==> src/pkg/ddr2_pkg.sv <==
package ddr2_pkg;
	// command encoding {cs_n, ras_n, cas_n, we_n}
	localparam logic [3:0] CMD_DESELECT = 4'h8;
	localparam logic [3:0] CMD_NOP = 4'h7;
	localparam logic [3:0] CMD_ACTIVATE = 4'h3;
	localparam logic [3:0] CMD_READ = 4'h5;
	localparam logic [3:0] CMD_WRITE = 4'h4;
	localparam logic [3:0] CMD_PRECHARGE = 4'h2;
	localparam logic [3:0] CMD_REFRESH = 4'h1;
	localparam logic [3:0] CMD_LOAD_MODE = 4'h0;
	localparam int ADDR_W = 14;
	localparam int BANK_W = 3;
	localparam int DATA_W = 8;
	localparam int CLK_PERIOD_NS = 100;
	// register selection on bank lines
	localparam logic [2:0] SEL_MR = 3'h0;
	localparam logic [2:0] SEL_EMR = 3'h1;
	localparam logic [2:0] SEL_EMR2 = 3'h2;
	localparam logic [2:0] SEL_EMR3 = 3'h3;
	localparam int BIT_ALL_BANKS = 10;
	localparam int BIT_DLL_RESET = 8;
	localparam int BIT_SRF_RATE = 7;
	localparam int BIT_DLL_DISABLE = 0;
	localparam logic [13:0] OCD_DEFAULT_BITS = 14'h0380;
	localparam int CL_LSB = 4;
	localparam int AL_LSB = 3;
	localparam int BL_LSB = 0;
	// timing figures and derived cycle counts
	localparam int T_STABLE_NS = 200000;
	localparam int T_CKE_PRE_NS = 400;
	localparam int T_RCD_NS = 15;
	localparam int T_RC_NS = 55;
	localparam int T_RRD_NS = 10;
	localparam int T_FAW_NS = 50;
	localparam int T_RP_NS = 15;
	localparam int T_RFC_NS = 128;
	localparam int T_MRD_CYC = 2;
	localparam int T_STABLE_CYC = (T_STABLE_NS + CLK_PERIOD_NS - 1) / CLK_PERIOD_NS;
	localparam int T_CKE_PRE_CYC = (T_CKE_PRE_NS + CLK_PERIOD_NS - 1) / CLK_PERIOD_NS;
	localparam int T_RCD_CYC = (T_RCD_NS + CLK_PERIOD_NS - 1) / CLK_PERIOD_NS;
	localparam int T_RC_CYC = (T_RC_NS + CLK_PERIOD_NS - 1) / CLK_PERIOD_NS;
	localparam int T_RRD_CYC = (T_RRD_NS + CLK_PERIOD_NS - 1) / CLK_PERIOD_NS;
	localparam int T_FAW_CYC = (T_FAW_NS + CLK_PERIOD_NS - 1) / CLK_PERIOD_NS;
	localparam int T_RP_CYC = (T_RP_NS + CLK_PERIOD_NS - 1) / CLK_PERIOD_NS;
	localparam int T_RFC_CYC = (T_RFC_NS + CLK_PERIOD_NS - 1) / CLK_PERIOD_NS;
	localparam int DLL_LOCK_CYC = 200;
	localparam int REFRESH_COUNT = 2;
	// defaults of the operating mode
	localparam logic [2:0] DEF_CL = 3'h3;
	localparam logic [2:0] DEF_AL = 3'h0;
	localparam logic [2:0] DEF_BL_CODE = 3'h2;
endpackage

==> src/pkg/ddr2_if.sv <==
`timescale 1ns/10ps
`default_nettype none
interface ddr2_if;
	import ddr2_pkg::*;
	logic ck;
	logic cke;
	logic [3:0] cmd;
	logic [BANK_W-1:0] ba;
	logic [ADDR_W-1:0] addr;
	logic [2*DATA_W-1:0] dq_rd;
	logic dqs_pre;
	logic dq_oe;
	logic dq_first;
	modport ctrl (output ck, output cke, output cmd, output ba, output addr,
		input dq_rd, input dqs_pre, input dq_oe, input dq_first);
	modport mem (input ck, input cke, input cmd, input ba, input addr,
		output dq_rd, output dqs_pre, output dq_oe, output dq_first);
endinterface
`default_nettype wire

==> src/verilog/ddr2_gap_timer.sv <==
`timescale 1ns/10ps
`default_nettype none
module ddr2_gap_timer #(
	parameter int WIDTH = 18
) (
	input wire logic SYS_CLK_I,
	input wire logic RST_I,
	input wire logic load_i,
	input wire logic [WIDTH-1:0] count_i,
	output logic done_o
);
	logic [WIDTH-1:0] remain;
	always_ff @(posedge SYS_CLK_I) begin
		if (RST_I) begin
			remain <= '0;
		end else if (load_i) begin
			remain <= count_i;
		end else if (remain != '0) begin
			remain <= remain - 1'b1;
		end
	end
	assign done_o = (remain == '0) && !load_i;
endmodule
`default_nettype wire

==> src/verilog/ddr2_init_ctrl.sv <==
`timescale 1ns/10ps
`default_nettype none
module ddr2_init_ctrl
	import ddr2_pkg::*;
#(
	parameter int STABLE_CYC = T_STABLE_CYC,
	parameter logic SRF_FAST = 1'b0
) (
	input wire logic SYS_CLK_I,
	input wire logic RST_I,
	ddr2_if.ctrl link,
	// read request
	input wire logic READ_REQ_I,
	input wire logic [BANK_W-1:0] READ_BANK_I,
	input wire logic [ADDR_W-1:0] READ_ROW_I,
	input wire logic [ADDR_W-1:0] READ_COL_I,
	output logic READ_ACK_O,
	// read data
	output logic [2*DATA_W-1:0] READ_DATA_O,
	output logic READ_VALID_O,
	// status
	output logic INIT_DONE_O
);
	typedef enum {
		S_WAIT_STABLE, S_WAIT_CKE, S_PRE1, S_EMR2, S_EMR3, S_EMR_DLL, S_MR_RESET,
		S_PRE2, S_REF, S_MR_OP, S_OCD_DEF, S_OCD_EXIT, S_WAIT_LOCK, S_IDLE,
		S_ACT, S_READ, S_DRAIN
	} state_type;
	state_type state;
	logic [17:0] wait_cnt;
	logic load;
	logic gap_done;
	logic [1:0] ref_cnt;
	logic [7:0] lock_cnt;
	logic [3:0] rc_cnt;
	logic [3:0] rrd_cnt;
	logic [2:0] faw_hist [4];
	logic act_issue;
	logic [3:0] drain_cnt;
	logic [ADDR_W-1:0] mr_op;
	logic [BANK_W-1:0] last_bank;
	logic [ADDR_W-1:0] col_hold;

	assign mr_op = ADDR_W'({DEF_CL, 1'b0, DEF_BL_CODE}) << BL_LSB;
	assign act_issue = (state == S_ACT) && gap_done && (rc_cnt == '0 || last_bank != READ_BANK_I)
		&& rrd_cnt == '0 && faw_hist[3] == '0;

	ddr2_gap_timer #(.WIDTH(18)) gap (
		.SYS_CLK_I(SYS_CLK_I),
		.RST_I(RST_I),
		.load_i(load),
		.count_i(wait_cnt),
		.done_o(gap_done)
	);

	assign link.ck = SYS_CLK_I;

	always_ff @(posedge SYS_CLK_I) begin
		if (RST_I) begin
			state <= S_WAIT_STABLE;
			link.cke <= 1'b0;
			link.cmd <= CMD_NOP;
			link.ba <= '0;
			link.addr <= '0;
			load <= 1'b1;
			wait_cnt <= 18'(STABLE_CYC);
			ref_cnt <= '0;
			INIT_DONE_O <= 1'b0;
			READ_ACK_O <= 1'b0;
			col_hold <= '0;
		end else begin
			link.cmd <= CMD_NOP;
			load <= 1'b0;
			READ_ACK_O <= 1'b0;
			if (gap_done && !load) begin
				case (state)
				S_WAIT_STABLE: begin
					link.cke <= 1'b1;
					load <= 1'b1;
					wait_cnt <= 18'(T_CKE_PRE_CYC);
					state <= S_WAIT_CKE;
				end
				S_WAIT_CKE: begin
					link.cmd <= CMD_PRECHARGE;
					link.addr <= ADDR_W'(1) << BIT_ALL_BANKS;
					load <= 1'b1;
					wait_cnt <= 18'(T_RP_CYC);
					state <= S_EMR2;
				end
				S_EMR2: begin
					link.cmd <= CMD_LOAD_MODE;
					link.ba <= SEL_EMR2;
					link.addr <= ADDR_W'(SRF_FAST) << BIT_SRF_RATE;
					load <= 1'b1;
					wait_cnt <= 18'(T_MRD_CYC);
					state <= S_EMR3;
				end
				S_EMR3: begin
					link.cmd <= CMD_LOAD_MODE;
					link.ba <= SEL_EMR3;
					link.addr <= '0;
					load <= 1'b1;
					wait_cnt <= 18'(T_MRD_CYC);
					state <= S_EMR_DLL;
				end
				S_EMR_DLL: begin
					link.cmd <= CMD_LOAD_MODE;
					link.ba <= SEL_EMR;
					link.addr <= ADDR_W'(DEF_AL) << AL_LSB;
					load <= 1'b1;
					wait_cnt <= 18'(T_MRD_CYC);
					state <= S_MR_RESET;
				end
				S_MR_RESET: begin
					link.cmd <= CMD_LOAD_MODE;
					link.ba <= SEL_MR;
					link.addr <= ADDR_W'(1) << BIT_DLL_RESET;
					load <= 1'b1;
					wait_cnt <= 18'(T_MRD_CYC);
					state <= S_PRE2;
				end
				S_PRE2: begin
					link.cmd <= CMD_PRECHARGE;
					link.ba <= '0;
					link.addr <= ADDR_W'(1) << BIT_ALL_BANKS;
					load <= 1'b1;
					wait_cnt <= 18'(T_RP_CYC);
					state <= S_REF;
				end
				S_REF: begin
					link.cmd <= CMD_REFRESH;
					ref_cnt <= ref_cnt + 1'b1;
					load <= 1'b1;
					wait_cnt <= 18'(T_RFC_CYC);
					if (ref_cnt == 2'(REFRESH_COUNT - 1)) state <= S_MR_OP;
				end
				S_MR_OP: begin
					link.cmd <= CMD_LOAD_MODE;
					link.ba <= SEL_MR;
					link.addr <= mr_op;
					load <= 1'b1;
					wait_cnt <= 18'(T_MRD_CYC);
					state <= S_OCD_DEF;
				end
				S_OCD_DEF: begin
					link.cmd <= CMD_LOAD_MODE;
					link.ba <= SEL_EMR;
					link.addr <= OCD_DEFAULT_BITS | (ADDR_W'(DEF_AL) << AL_LSB);
					load <= 1'b1;
					wait_cnt <= 18'(T_MRD_CYC);
					state <= S_OCD_EXIT;
				end
				S_OCD_EXIT: begin
					link.cmd <= CMD_LOAD_MODE;
					link.ba <= SEL_EMR;
					link.addr <= ADDR_W'(DEF_AL) << AL_LSB;
					load <= 1'b1;
					wait_cnt <= 18'(T_MRD_CYC);
					state <= S_WAIT_LOCK;
				end
				S_WAIT_LOCK: begin
					if (lock_cnt == '0) begin
						INIT_DONE_O <= 1'b1;
						state <= S_IDLE;
					end
				end
				S_IDLE: begin
					if (READ_REQ_I) begin
						col_hold <= READ_COL_I;
						state <= S_ACT;
					end
				end
				S_ACT: begin
					if (act_issue) begin
						link.cmd <= CMD_ACTIVATE;
						link.ba <= READ_BANK_I;
						link.addr <= READ_ROW_I;
						load <= 1'b1;
						wait_cnt <= 18'(T_RCD_CYC);
						state <= S_READ;
					end
				end
				S_READ: begin
					link.cmd <= CMD_READ;
					// auto precharge closes the row, so the next activate may reuse the bank
					link.addr <= col_hold | (ADDR_W'(1) << BIT_ALL_BANKS);
					READ_ACK_O <= 1'b1;
					state <= S_DRAIN;
				end
				S_DRAIN: begin
					if (drain_cnt == '0) state <= S_IDLE;
				end
				default: state <= S_WAIT_STABLE;
				endcase
			end
		end
	end

	// dll lock wait runs from the reset load alongside later commands
	always_ff @(posedge SYS_CLK_I) begin
		if (RST_I) begin
			lock_cnt <= '0;
		end else if (state == S_MR_RESET && gap_done && !load) begin
			lock_cnt <= 8'(DLL_LOCK_CYC);
		end else if (lock_cnt != '0) begin
			lock_cnt <= lock_cnt - 1'b1;
		end
	end

	// activate spacing: rc per bank last used, rrd any bank, rolling four-slot window
	always_ff @(posedge SYS_CLK_I) begin
		if (RST_I) begin
			rc_cnt <= '0;
			rrd_cnt <= '0;
			last_bank <= '0;
			for (int i = 0; i < 4; i++) faw_hist[i] <= '0;
		end else begin
			rc_cnt <= act_issue ? 4'(T_RC_CYC - 1) : (rc_cnt != '0 ? rc_cnt - 1'b1 : rc_cnt);
			rrd_cnt <= act_issue ? 4'(T_RRD_CYC - 1) : (rrd_cnt != '0 ? rrd_cnt - 1'b1 : rrd_cnt);
			if (act_issue) last_bank <= READ_BANK_I;
			if (act_issue) begin
				faw_hist[0] <= 3'(T_FAW_CYC - 1);
			end else if (faw_hist[0] != '0) begin
				faw_hist[0] <= faw_hist[0] - 1'b1;
			end
			for (int i = 1; i < 4; i++) begin
				if (act_issue) begin
					faw_hist[i] <= (faw_hist[i-1] != '0) ? faw_hist[i-1] - 1'b1 : '0;
				end else if (faw_hist[i] != '0) begin
					faw_hist[i] <= faw_hist[i] - 1'b1;
				end
			end
		end
	end

	// wait out the whole burst: latency plus five cycles for the two pairs and a turnaround
	always_ff @(posedge SYS_CLK_I) begin
		if (RST_I) begin
			drain_cnt <= '0;
		end else if (state == S_READ && gap_done && !load) begin
			drain_cnt <= 4'(DEF_CL) + 4'(DEF_AL) + 4'h5;
		end else if (drain_cnt != '0) begin
			drain_cnt <= drain_cnt - 1'b1;
		end
	end

	always_ff @(posedge SYS_CLK_I) begin
		if (RST_I) begin
			READ_DATA_O <= '0;
			READ_VALID_O <= 1'b0;
		end else begin
			READ_DATA_O <= link.dq_rd;
			READ_VALID_O <= link.dq_oe;
		end
	end
endmodule
`default_nettype wire

==> src/flat_wrapper.sv <==
// flat-port wrapper written by rule: the top's interface ports become plain ports
module ddr2_init_ctrl_flat import ddr2_pkg::*;
#(
	parameter int STABLE_CYC = T_STABLE_CYC,
	parameter logic SRF_FAST = 1'b0
)
  (SYS_CLK_I, RST_I, READ_REQ_I, READ_BANK_I, READ_ROW_I, READ_COL_I, READ_ACK_O, READ_DATA_O, READ_VALID_O, INIT_DONE_O, link_ck, link_cke, link_cmd, link_ba, link_addr, link_dq_rd, link_dqs_pre, link_dq_oe, link_dq_first);
  ddr2_if link_i ();
  input wire logic SYS_CLK_I;
  input wire logic RST_I;
  input wire logic READ_REQ_I;
  input wire logic [BANK_W-1:0] READ_BANK_I;
  input wire logic [ADDR_W-1:0] READ_ROW_I;
  input wire logic [ADDR_W-1:0] READ_COL_I;
  output logic READ_ACK_O;
  output logic [2*DATA_W-1:0] READ_DATA_O;
  output logic READ_VALID_O;
  output logic INIT_DONE_O;
  output wire logic [$bits(link_i.ck)-1:0] link_ck;
  output wire logic [$bits(link_i.cke)-1:0] link_cke;
  output wire logic [$bits(link_i.cmd)-1:0] link_cmd;
  output wire logic [$bits(link_i.ba)-1:0] link_ba;
  output wire logic [$bits(link_i.addr)-1:0] link_addr;
  input wire logic [$bits(link_i.dq_rd)-1:0] link_dq_rd;
  input wire logic [$bits(link_i.dqs_pre)-1:0] link_dqs_pre;
  input wire logic [$bits(link_i.dq_oe)-1:0] link_dq_oe;
  input wire logic [$bits(link_i.dq_first)-1:0] link_dq_first;
  assign link_ck = link_i.ck;
  assign link_cke = link_i.cke;
  assign link_cmd = link_i.cmd;
  assign link_ba = link_i.ba;
  assign link_addr = link_i.addr;
  assign link_i.dq_rd = link_dq_rd;
  assign link_i.dqs_pre = link_dqs_pre;
  assign link_i.dq_oe = link_dq_oe;
  assign link_i.dq_first = link_dq_first;
  ddr2_init_ctrl #(.STABLE_CYC(STABLE_CYC), .SRF_FAST(SRF_FAST)) u_core (.SYS_CLK_I(SYS_CLK_I), .RST_I(RST_I), .link(link_i), .READ_REQ_I(READ_REQ_I), .READ_BANK_I(READ_BANK_I), .READ_ROW_I(READ_ROW_I), .READ_COL_I(READ_COL_I), .READ_ACK_O(READ_ACK_O), .READ_DATA_O(READ_DATA_O), .READ_VALID_O(READ_VALID_O), .INIT_DONE_O(INIT_DONE_O));
endmodule
==> config.mk <==
export PLATFORM = sky130hd
export DESIGN_NAME = ddr2_init_ctrl_flat
export DESIGN_NICKNAME = d
export VERILOG_FILES = /design/src/pkg/ddr2_pkg.sv /design/src/pkg/ddr2_if.sv /design/src/verilog/ddr2_gap_timer.sv /design/src/verilog/ddr2_init_ctrl.sv /design/src/flat_wrapper.sv
export SDC_FILE = /design/constraint.sdc
export NUM_CORES = 1
export LEC_CHECK = 0
export BUFFER_PORTS_ARGS = -buffer_cell sky130_fd_sc_hd__buf_2
export CORE_UTILIZATION = 35
export DETAILED_ROUTE_END_ITERATION = 10
export PLACE_DENSITY = 0.61
export SYNTH_ARGS = -nofsm -noshare
export SYNTH_HDL_FRONTEND = slang
export SYNTH_HIERARCHICAL = 1
export SYNTH_SLANG_ARGS = --single-unit
==> constraint.sdc <==
create_clock -name SYS_CLK_I -period 6.27 [get_ports SYS_CLK_I]
set_input_delay 0.9405 -clock SYS_CLK_I [delete_from_list [all_inputs] [get_ports SYS_CLK_I]]
set_output_delay 0.9405 -clock SYS_CLK_I [all_outputs]
set_load 0.01 [all_outputs]
==> results.md, run 1 <==
* Worst hold margin at 0.4390 ns
* CP cell instances: clkbuf_16, clkbuf_16, buf_2
* Sw frac at 0.2906
* HP Class: flip-flop to flip-flop
* Core area at 16060 um^2
* CP endpoint kind: primary output
* Syn_area_per_cell at 8.678 um^2
* Post-synth EDFFs at 12
* N_diodes at 0
* Setup Viol. Count Final at 0
* Area after DPL at 6366 um^2
* Pwr per Cell Area at 374.1 nW/um^2
* Worst VDD drop at 0.0003296 V
* First-pass GRT wire length at 22.00 mm
* Sequential-to-total area share from yosys stat at 0.4276
* Worst-Margin Slew at 0.9701 ns
* Pleak at 0.002800 uW
* CTS clk-pin slew, worst paths at 0.05 ns
* Worst stage delay on the critical path at 0.13 ns
* Routed Antenna Nets at 0
* Sequential share of power at 0.369
* Status: finished, final reports clean
* Clock power share at 0.399
* Initial Utilization at 0.3615
* GRT Total Usage at 0.1673
* Commonest non-fill, non-tap cell in the layout: dfxtp_1
* Final core utilization at 0.4370
* Final hold vios at 0
* GRT Residual Overflow at 0
* Finished Cell Area at 7017 um^2
* Post-CTS Setup Bufs at 0
* Full die area at 17110 um^2
* Vias in the first global route at 4425
* Drt wl/cell at 14.04 um
* Die width at 130.8 um
* Port-buffer cells at 90
* DR DRC count at 0
* Unrepaired setup endpoints after global routing: false
* Post-DP HPWL at 9.486 mm
* R2r worst-path depth at 10
* Setup TNS at 0 ns
* I/O Pins at 95
* Top FF cell, synth: dfxtp_1
* P_int at 1862 uW
* Yosys warnings at 6
* CP dominant cell by count: clkbuf_16
* Maximum fanout along the worst path at 2
* Height of the chip at 130.8 um
* Post-synthesis cell type count at 66
* CP Class: clock port to primary output
* Slew headroom at 0.3509
* DRT iter0 DRCs at 367
* Sw power at 762.9 uW
* Max_cap viols at 0
* Worst path arrival time at 3.51 ns
* Worst Skew at 0.01052 ns
* Initial antenna violation count at 0
* Vias post-DR at 4956
* Layout Nets at 822
* Max Slew Vio Count at 0
* Ys async rst share at 0
* Hold path cells at 2
* Combinational share of power at 0.232
* P&R area growth vs syn at 20.86%
* Drt via density at 5.067
* Placer's final routability congestion estimate at 0.7896
* Post-CTS sizing at 0
* Layout cells sized above 1 at 0.1811
* # hold bufs at CTS at 0
* Worst-Skew Late Latency at 0.52 ns
* CP Launch Type: clock port
* Drt total wl at 13.74 mm
* Largest net degree at the start of global routing at 68
* Commonest non-fill, non-tap cells in the layout: 106 x dfxtp_1, 90 x buf_2, 82 x nor2_1
* WP data required at 5.33 ns
* Mapped Area at 5806 um^2
* Slowest-stage cell, CP: clkbuf_16
* Pre-Repair DR Iteration Count at 5
* Synth Instances at 669
* Synth Register Bits at 118
* CTS tree: yes
* Rows at 46
sequential cells by signal, summed over array words and instances, names as in the netlist, 2 cells and up:
name,count
u_core/READ_DATA_O,16
u_core/col_hold,13
u_core/drain_cnt,4
u_core/faw_hist,12
u_core/gap/remain,18
u_core/last_bank,3
u_core/link.addr,14
u_core/link.ba,3
u_core/link.cmd,3
u_core/lock_cnt,8
u_core/rc_cnt,4
u_core/ref_cnt,2
u_core/rrd_cnt,4
u_core/state,5
u_core/wait_cnt,4
power groups by stage:
stage	Clock, uW	Combinational [uW]	Sequential, uW
2_1_floorplan	13.1	497	966
3_3_place_gp	9.64	597	980
3_5_place_dp	9.64	610	982
4_1_cts	1070	617	968
5_1_grt	1110	698	985
6_report	1050	609	968
worst paths after layout:
path	startpoint	endpoint	slack [ns]
worst min register to register	u_core/wait_cnt[0]$_SDFFE_PP0P_	u_core/wait_cnt[0]$_SDFFE_PP0P_	0.44
worst max register to register	u_core/gap/remain[0]$_SDFFE_PP0N_	u_core/link.addr[10]$_SDFFE_PP0P_	1.94
worst max-delay path	SYS_CLK_I	link_ck	1.82
worst min-delay path	u_core/wait_cnt[0]$_SDFFE_PP0P_	u_core/wait_cnt[0]$_SDFFE_PP0P_	0.44
routing by layer:
| metal | vias up | global-route usage | wire (um) |
|---|---|---|---|
| met5 | - | 0 | 0 |
| met4 | 0 | 0.06085 | 126 |
| met3 | 13 | 0.04805 | 565 |
| met2 | 115 | 0.2477 | 6281 |
| met1 | 2288 | 0.2301 | 6762 |
| li1 | 2540 | - | - |
cells by family (layout without fill, tap and decap cells):
kind of cell / after synthesis / count (layout) / share of synthesized area
other: 1 / 10 / 0.0006459
and+or+nand+nor: 269 / 269 / 0.2345
buffers and inverters: 72 / 156 / 0.05539
muxes: 17 / 17 / 0.02996
AOI/OAI and AO/OA: 153 / 153 / 0.1808
xor gates and xnor gates: 20 / 20 / 0.03017
DFF: 118 / 118 / 0.4276
adders and majority gates: 19 / 19 / 0.04095
critical path: cells and delay by family:
family	cells	cell delay, ns
buffers and inverters	3	0.38
per-stage QoR:
| step | total power (uW) | instances | setup slack [ns] |
|---|---|---|---|
| floorplan | 1475 | 678 | 2.075 |
| global placement | 1587 | 944 | 2.022 |
| detailed placement | 1602 | 944 | 1.974 |
| CTS | 2656 | 978 | 1.812 |
| global route | 2796 | 978 | 1.594 |
| finish | 2625 | 978 | 1.817 |
synthesized netlist by cell type (8+ instances only):
master,number,area share
mux2i_1,14,0.024
clkbuf_1,22,0.014
nand2b_1,11,0.012
ha_1,19,0.041
nor3_1,18,0.016
inv_1,30,0.019
nand2_1,58,0.038
a21oi_1,55,0.047
nand3_1,12,0.010
nor2_1,82,0.053
a211oi_1,29,0.038
o21ai_0,10,0.0086
dfxtp_1,106,0.37
buf_2,11,0.0095
a22oi_1,13,0.017
nand4_1,8,0.0086
nor2b_1,26,0.028
edfxtp_1,12,0.062
xnor2_1,16,0.024
area by class of cell:
class                   count  area [um^2]
multi-input cells         488         3035
fillers                  1624         9041
inverters                  30        112.6
clock buffers              26        554.3
repair buffers             91        460.4
clock inverters             9        101.3
flip-flops and latches    118         2482
well taps                 216        270.3
Power figures use the tool's default switching activity.
==> run 2, diff against run 1 <==
--- a/config.mk
+++ b/config.mk
@@ -8,7 +8,7 @@
 export BUFFER_PORTS_ARGS = -buffer_cell sky130_fd_sc_hd__buf_2
 export CORE_UTILIZATION = 35
 export DETAILED_ROUTE_END_ITERATION = 10
-export PLACE_DENSITY = 0.61
+export PLACE_DENSITY = 0.63
 export SYNTH_ARGS = -nofsm -noshare
 export SYNTH_HDL_FRONTEND = slang
 export SYNTH_HIERARCHICAL = 1
==> constraint.sdc (replaced) <==
create_clock -name SYS_CLK_I -period 3.7 [get_ports SYS_CLK_I]
set_input_delay 0.555 -clock SYS_CLK_I [delete_from_list [all_inputs] [get_ports SYS_CLK_I]]
set_output_delay 0.555 -clock SYS_CLK_I [all_outputs]
set_load 0.01 [all_outputs]
==> run 2 against run 1 <==
- register-to-register slack worse by 1.6 ns
- first-iteration DRC count is 12% higher
- non-clock buffer count is 12 higher
- final cell count is 1.2% higher
- routed wire length is 0.24% higher
- combinational power is 71% higher
==> results.md, run 2 (synthesis results as in run 1) <==
* Pleak at 0.002882 uW (+2.9%)
* WP data required at 4.07 ns (-1.26 ns)
* CTS tree: yes
* Slowest-stage cell, CP: or3_1
* Maximum fanout along the worst path at 14 (+12)
* Core area at 16060 um^2 (unchanged)
* Worst-Margin Slew at 0.7964 ns (-0.1737 ns)
* Largest regs: u_core/gap/remain (18), u_core/READ_DATA_O (16), u_core/link.addr (14)
* Initial antenna violation count at 0 (unchanged)
* CP Launch Type: flip-flop
* Finished Cell Area at 7149 um^2 (+1.9%)
* Post-CTS sizing at 0 (unchanged)
* P_int at 3271 uW (+76%)
* Die width at 130.8 um (unchanged)
* N_diodes at 0 (unchanged)
* Status: finished, final reports clean
* Worst VDD drop at 0.0003976 V (+21%)
* DRT iter0 DRCs at 411 (+12%)
* Clock power share at 0.413 (+0.014)
* P&R area growth vs syn at 23.15%
* Setup TNS at 0 ns (unchanged)
* Commonest non-fill, non-tap cell in the layout: dfxtp_1
* Max reg flops at 18 (unchanged)
* Area after DPL at 6456 um^2 (+1.4%)
* Setup Viol. Count Final at 0 (unchanged)
* CTS clk-pin slew, worst paths at 0.05 ns (about the same)
* Post-CTS Setup Bufs at 0 (unchanged)
* Fin crit share at 0.9046
* HP Class: input pin to flip-flop
* Vias post-DR at 5045 (+1.8%)
* CP endpoint kind: flip-flop
* Max Slew Vio Count at 0 (unchanged)
* Height of the chip at 130.8 um (unchanged)
* Max Fclk at 298.8 MHz
* Pwr per Cell Area at 638.1 nW/um^2 (+71%)
* Slew headroom at 0.4684 (+0.1175)
* Unrepaired setup endpoints after global routing: false
* Full die area at 17110 um^2 (unchanged)
* Top reg by flops: u_core/gap/remain
* Layout Nets at 834 (+1.5%)
* Vias in the first global route at 4426 (+0.023%)
* GRT Residual Overflow at 0 (unchanged)
* GRT Total Usage at 0.1658 (-0.001442)
* Fillers at 1621 (-0.18%)
* DR DRC count at 0 (unchanged)
* Worst-Skew Late Latency at 0.53 ns (about the same)
* Commonest non-fill, non-tap cells in the layout: 106 x dfxtp_1, 90 x buf_2, 82 x nor2_1
* Drt wl/cell at 13.91 um (-0.97%)
* Sequential standard cell area at 2482 um^2 (unchanged)
* Multi-input gate area at 3035 um^2 (unchanged)
* Post-route worst setup slack at 0.3531 ns (-1.464 ns)
* Max_cap viols at 0 (unchanged)
* Final hold vios at 0 (unchanged)
* Tmin final at 3.347 ns
* CP Class: flip-flop to flip-flop
* First-pass GRT wire length at 21.81 mm (-0.88%)
* Pre-Repair DR Iteration Count at 6 (+1)
* Layout cells sized above 1 at 0.1938 (+0.01270)
* Worst Skew at 0.01100 ns (+0.0004816 ns)
* Sw frac at 0.2829 (-0.007754)
* Sw power at 1290 uW (+69%)
* Pre-CTS setup slack at 0.3303 ns (-1.644 ns)
* Drt via density at 5.096 (+0.56%)
* Family with the most delay on the worst path: simple AND/OR/NAND/NOR gates
* Worst path arrival time at 3.72 ns (+0.21 ns)
* Worst stage delay on the critical path at 0.51 ns (+0.38 ns)
* I/O Pins at 95 (unchanged)
* Port-buffer cells at 90 (unchanged)
* Sequential share of power at 0.359 (-0.010)
* CP Buf/Inv Count at 2 (-1)
* Combinational share of power at 0.228 (-0.004)
* Routed Antenna Nets at 0 (unchanged)
* Post-DP HPWL at 9.530 mm (+0.46%)
* Largest net degree at the start of global routing at 43 (-37%)
* Drt total wl at 13.77 mm (+0.24%)
* # hold bufs at CTS at 0 (unchanged)
* Placer's final routability congestion estimate at 0.7940 (+0.56%)
* CP cell instances: inv_1, ha_1, or4b_1, or3_1, nor2_1, buf_4, nor3b_1, nand4_1, o21ai_4, and2_1, a311oi_1
* Initial Utilization at 0.3615 (unchanged)
* Rows at 46 (unchanged)
-- run 2: final cells by class --
| class | instances | share of cell area |
|---|---|---|
| clock buffers | 27 | 0.08103 |
| repair buffers | 103 | 0.07700 |
| clock inverters | 8 | 0.01663 |
| well taps | 216 | 0.03780 |
| inverters | 30 | 0.01575 |
| flip-flops and latches | 118 | 0.3472 |
| multi-input cells | 488 | 0.4246 |
-- run 2: per-layer routing --
layer	global-route usage	part of all wire
met5	0	0
met4	0.05747	0.0073
met3	0.05497	0.046
met2	0.2425	0.45
met1	0.2273	0.49
-- run 2: worst paths after layout --
kind | startpoint | to | slack [ns] | cells after the start
worst min-delay path | link_dq_rd[7] | u_core/READ_DATA_O[7]$_SDFF_PP0_ | 0.24 | 2
worst max-delay path | u_core/gap/remain[0]$_SDFFE_PP0N_ | u_core/link.addr[10]$_SDFFE_PP0P_ | 0.35 | 11
worst max register to register | u_core/gap/remain[0]$_SDFFE_PP0N_ | u_core/link.addr[10]$_SDFFE_PP0P_ | 0.35 | 11
worst min register to register | u_core/col_hold[0]$_SDFFE_PP0P_ | u_core/col_hold[0]$_SDFFE_PP0P_ | 0.45 | 2
-- run 2: power groups by stage --
stage	clock network [uW]	registers (uW)	logic (uW)
2_1_floorplan	22.3	1640	841
3_3_place_gp	16.3	1660	1030
3_5_place_dp	16.3	1660	1040
4_1_cts	1920	1640	1050
5_1_grt	1990	1660	1190
6_report	1880	1640	1040
-- run 2: stage by stage --
stage	util	total power, uW	std cells	hold WS, ns
3_3_place_gp	0.4021	2703	956	0.4353
3_5_place_dp	0.4021	2718	956	0.4454
5_1_grt	0.4452	4840	990	0.2232
6_report	0.4452	4562	990	0.2435
4_1_cts	0.4452	4608	990	0.2188
2_1_floorplan	-	2500	678	0.4217
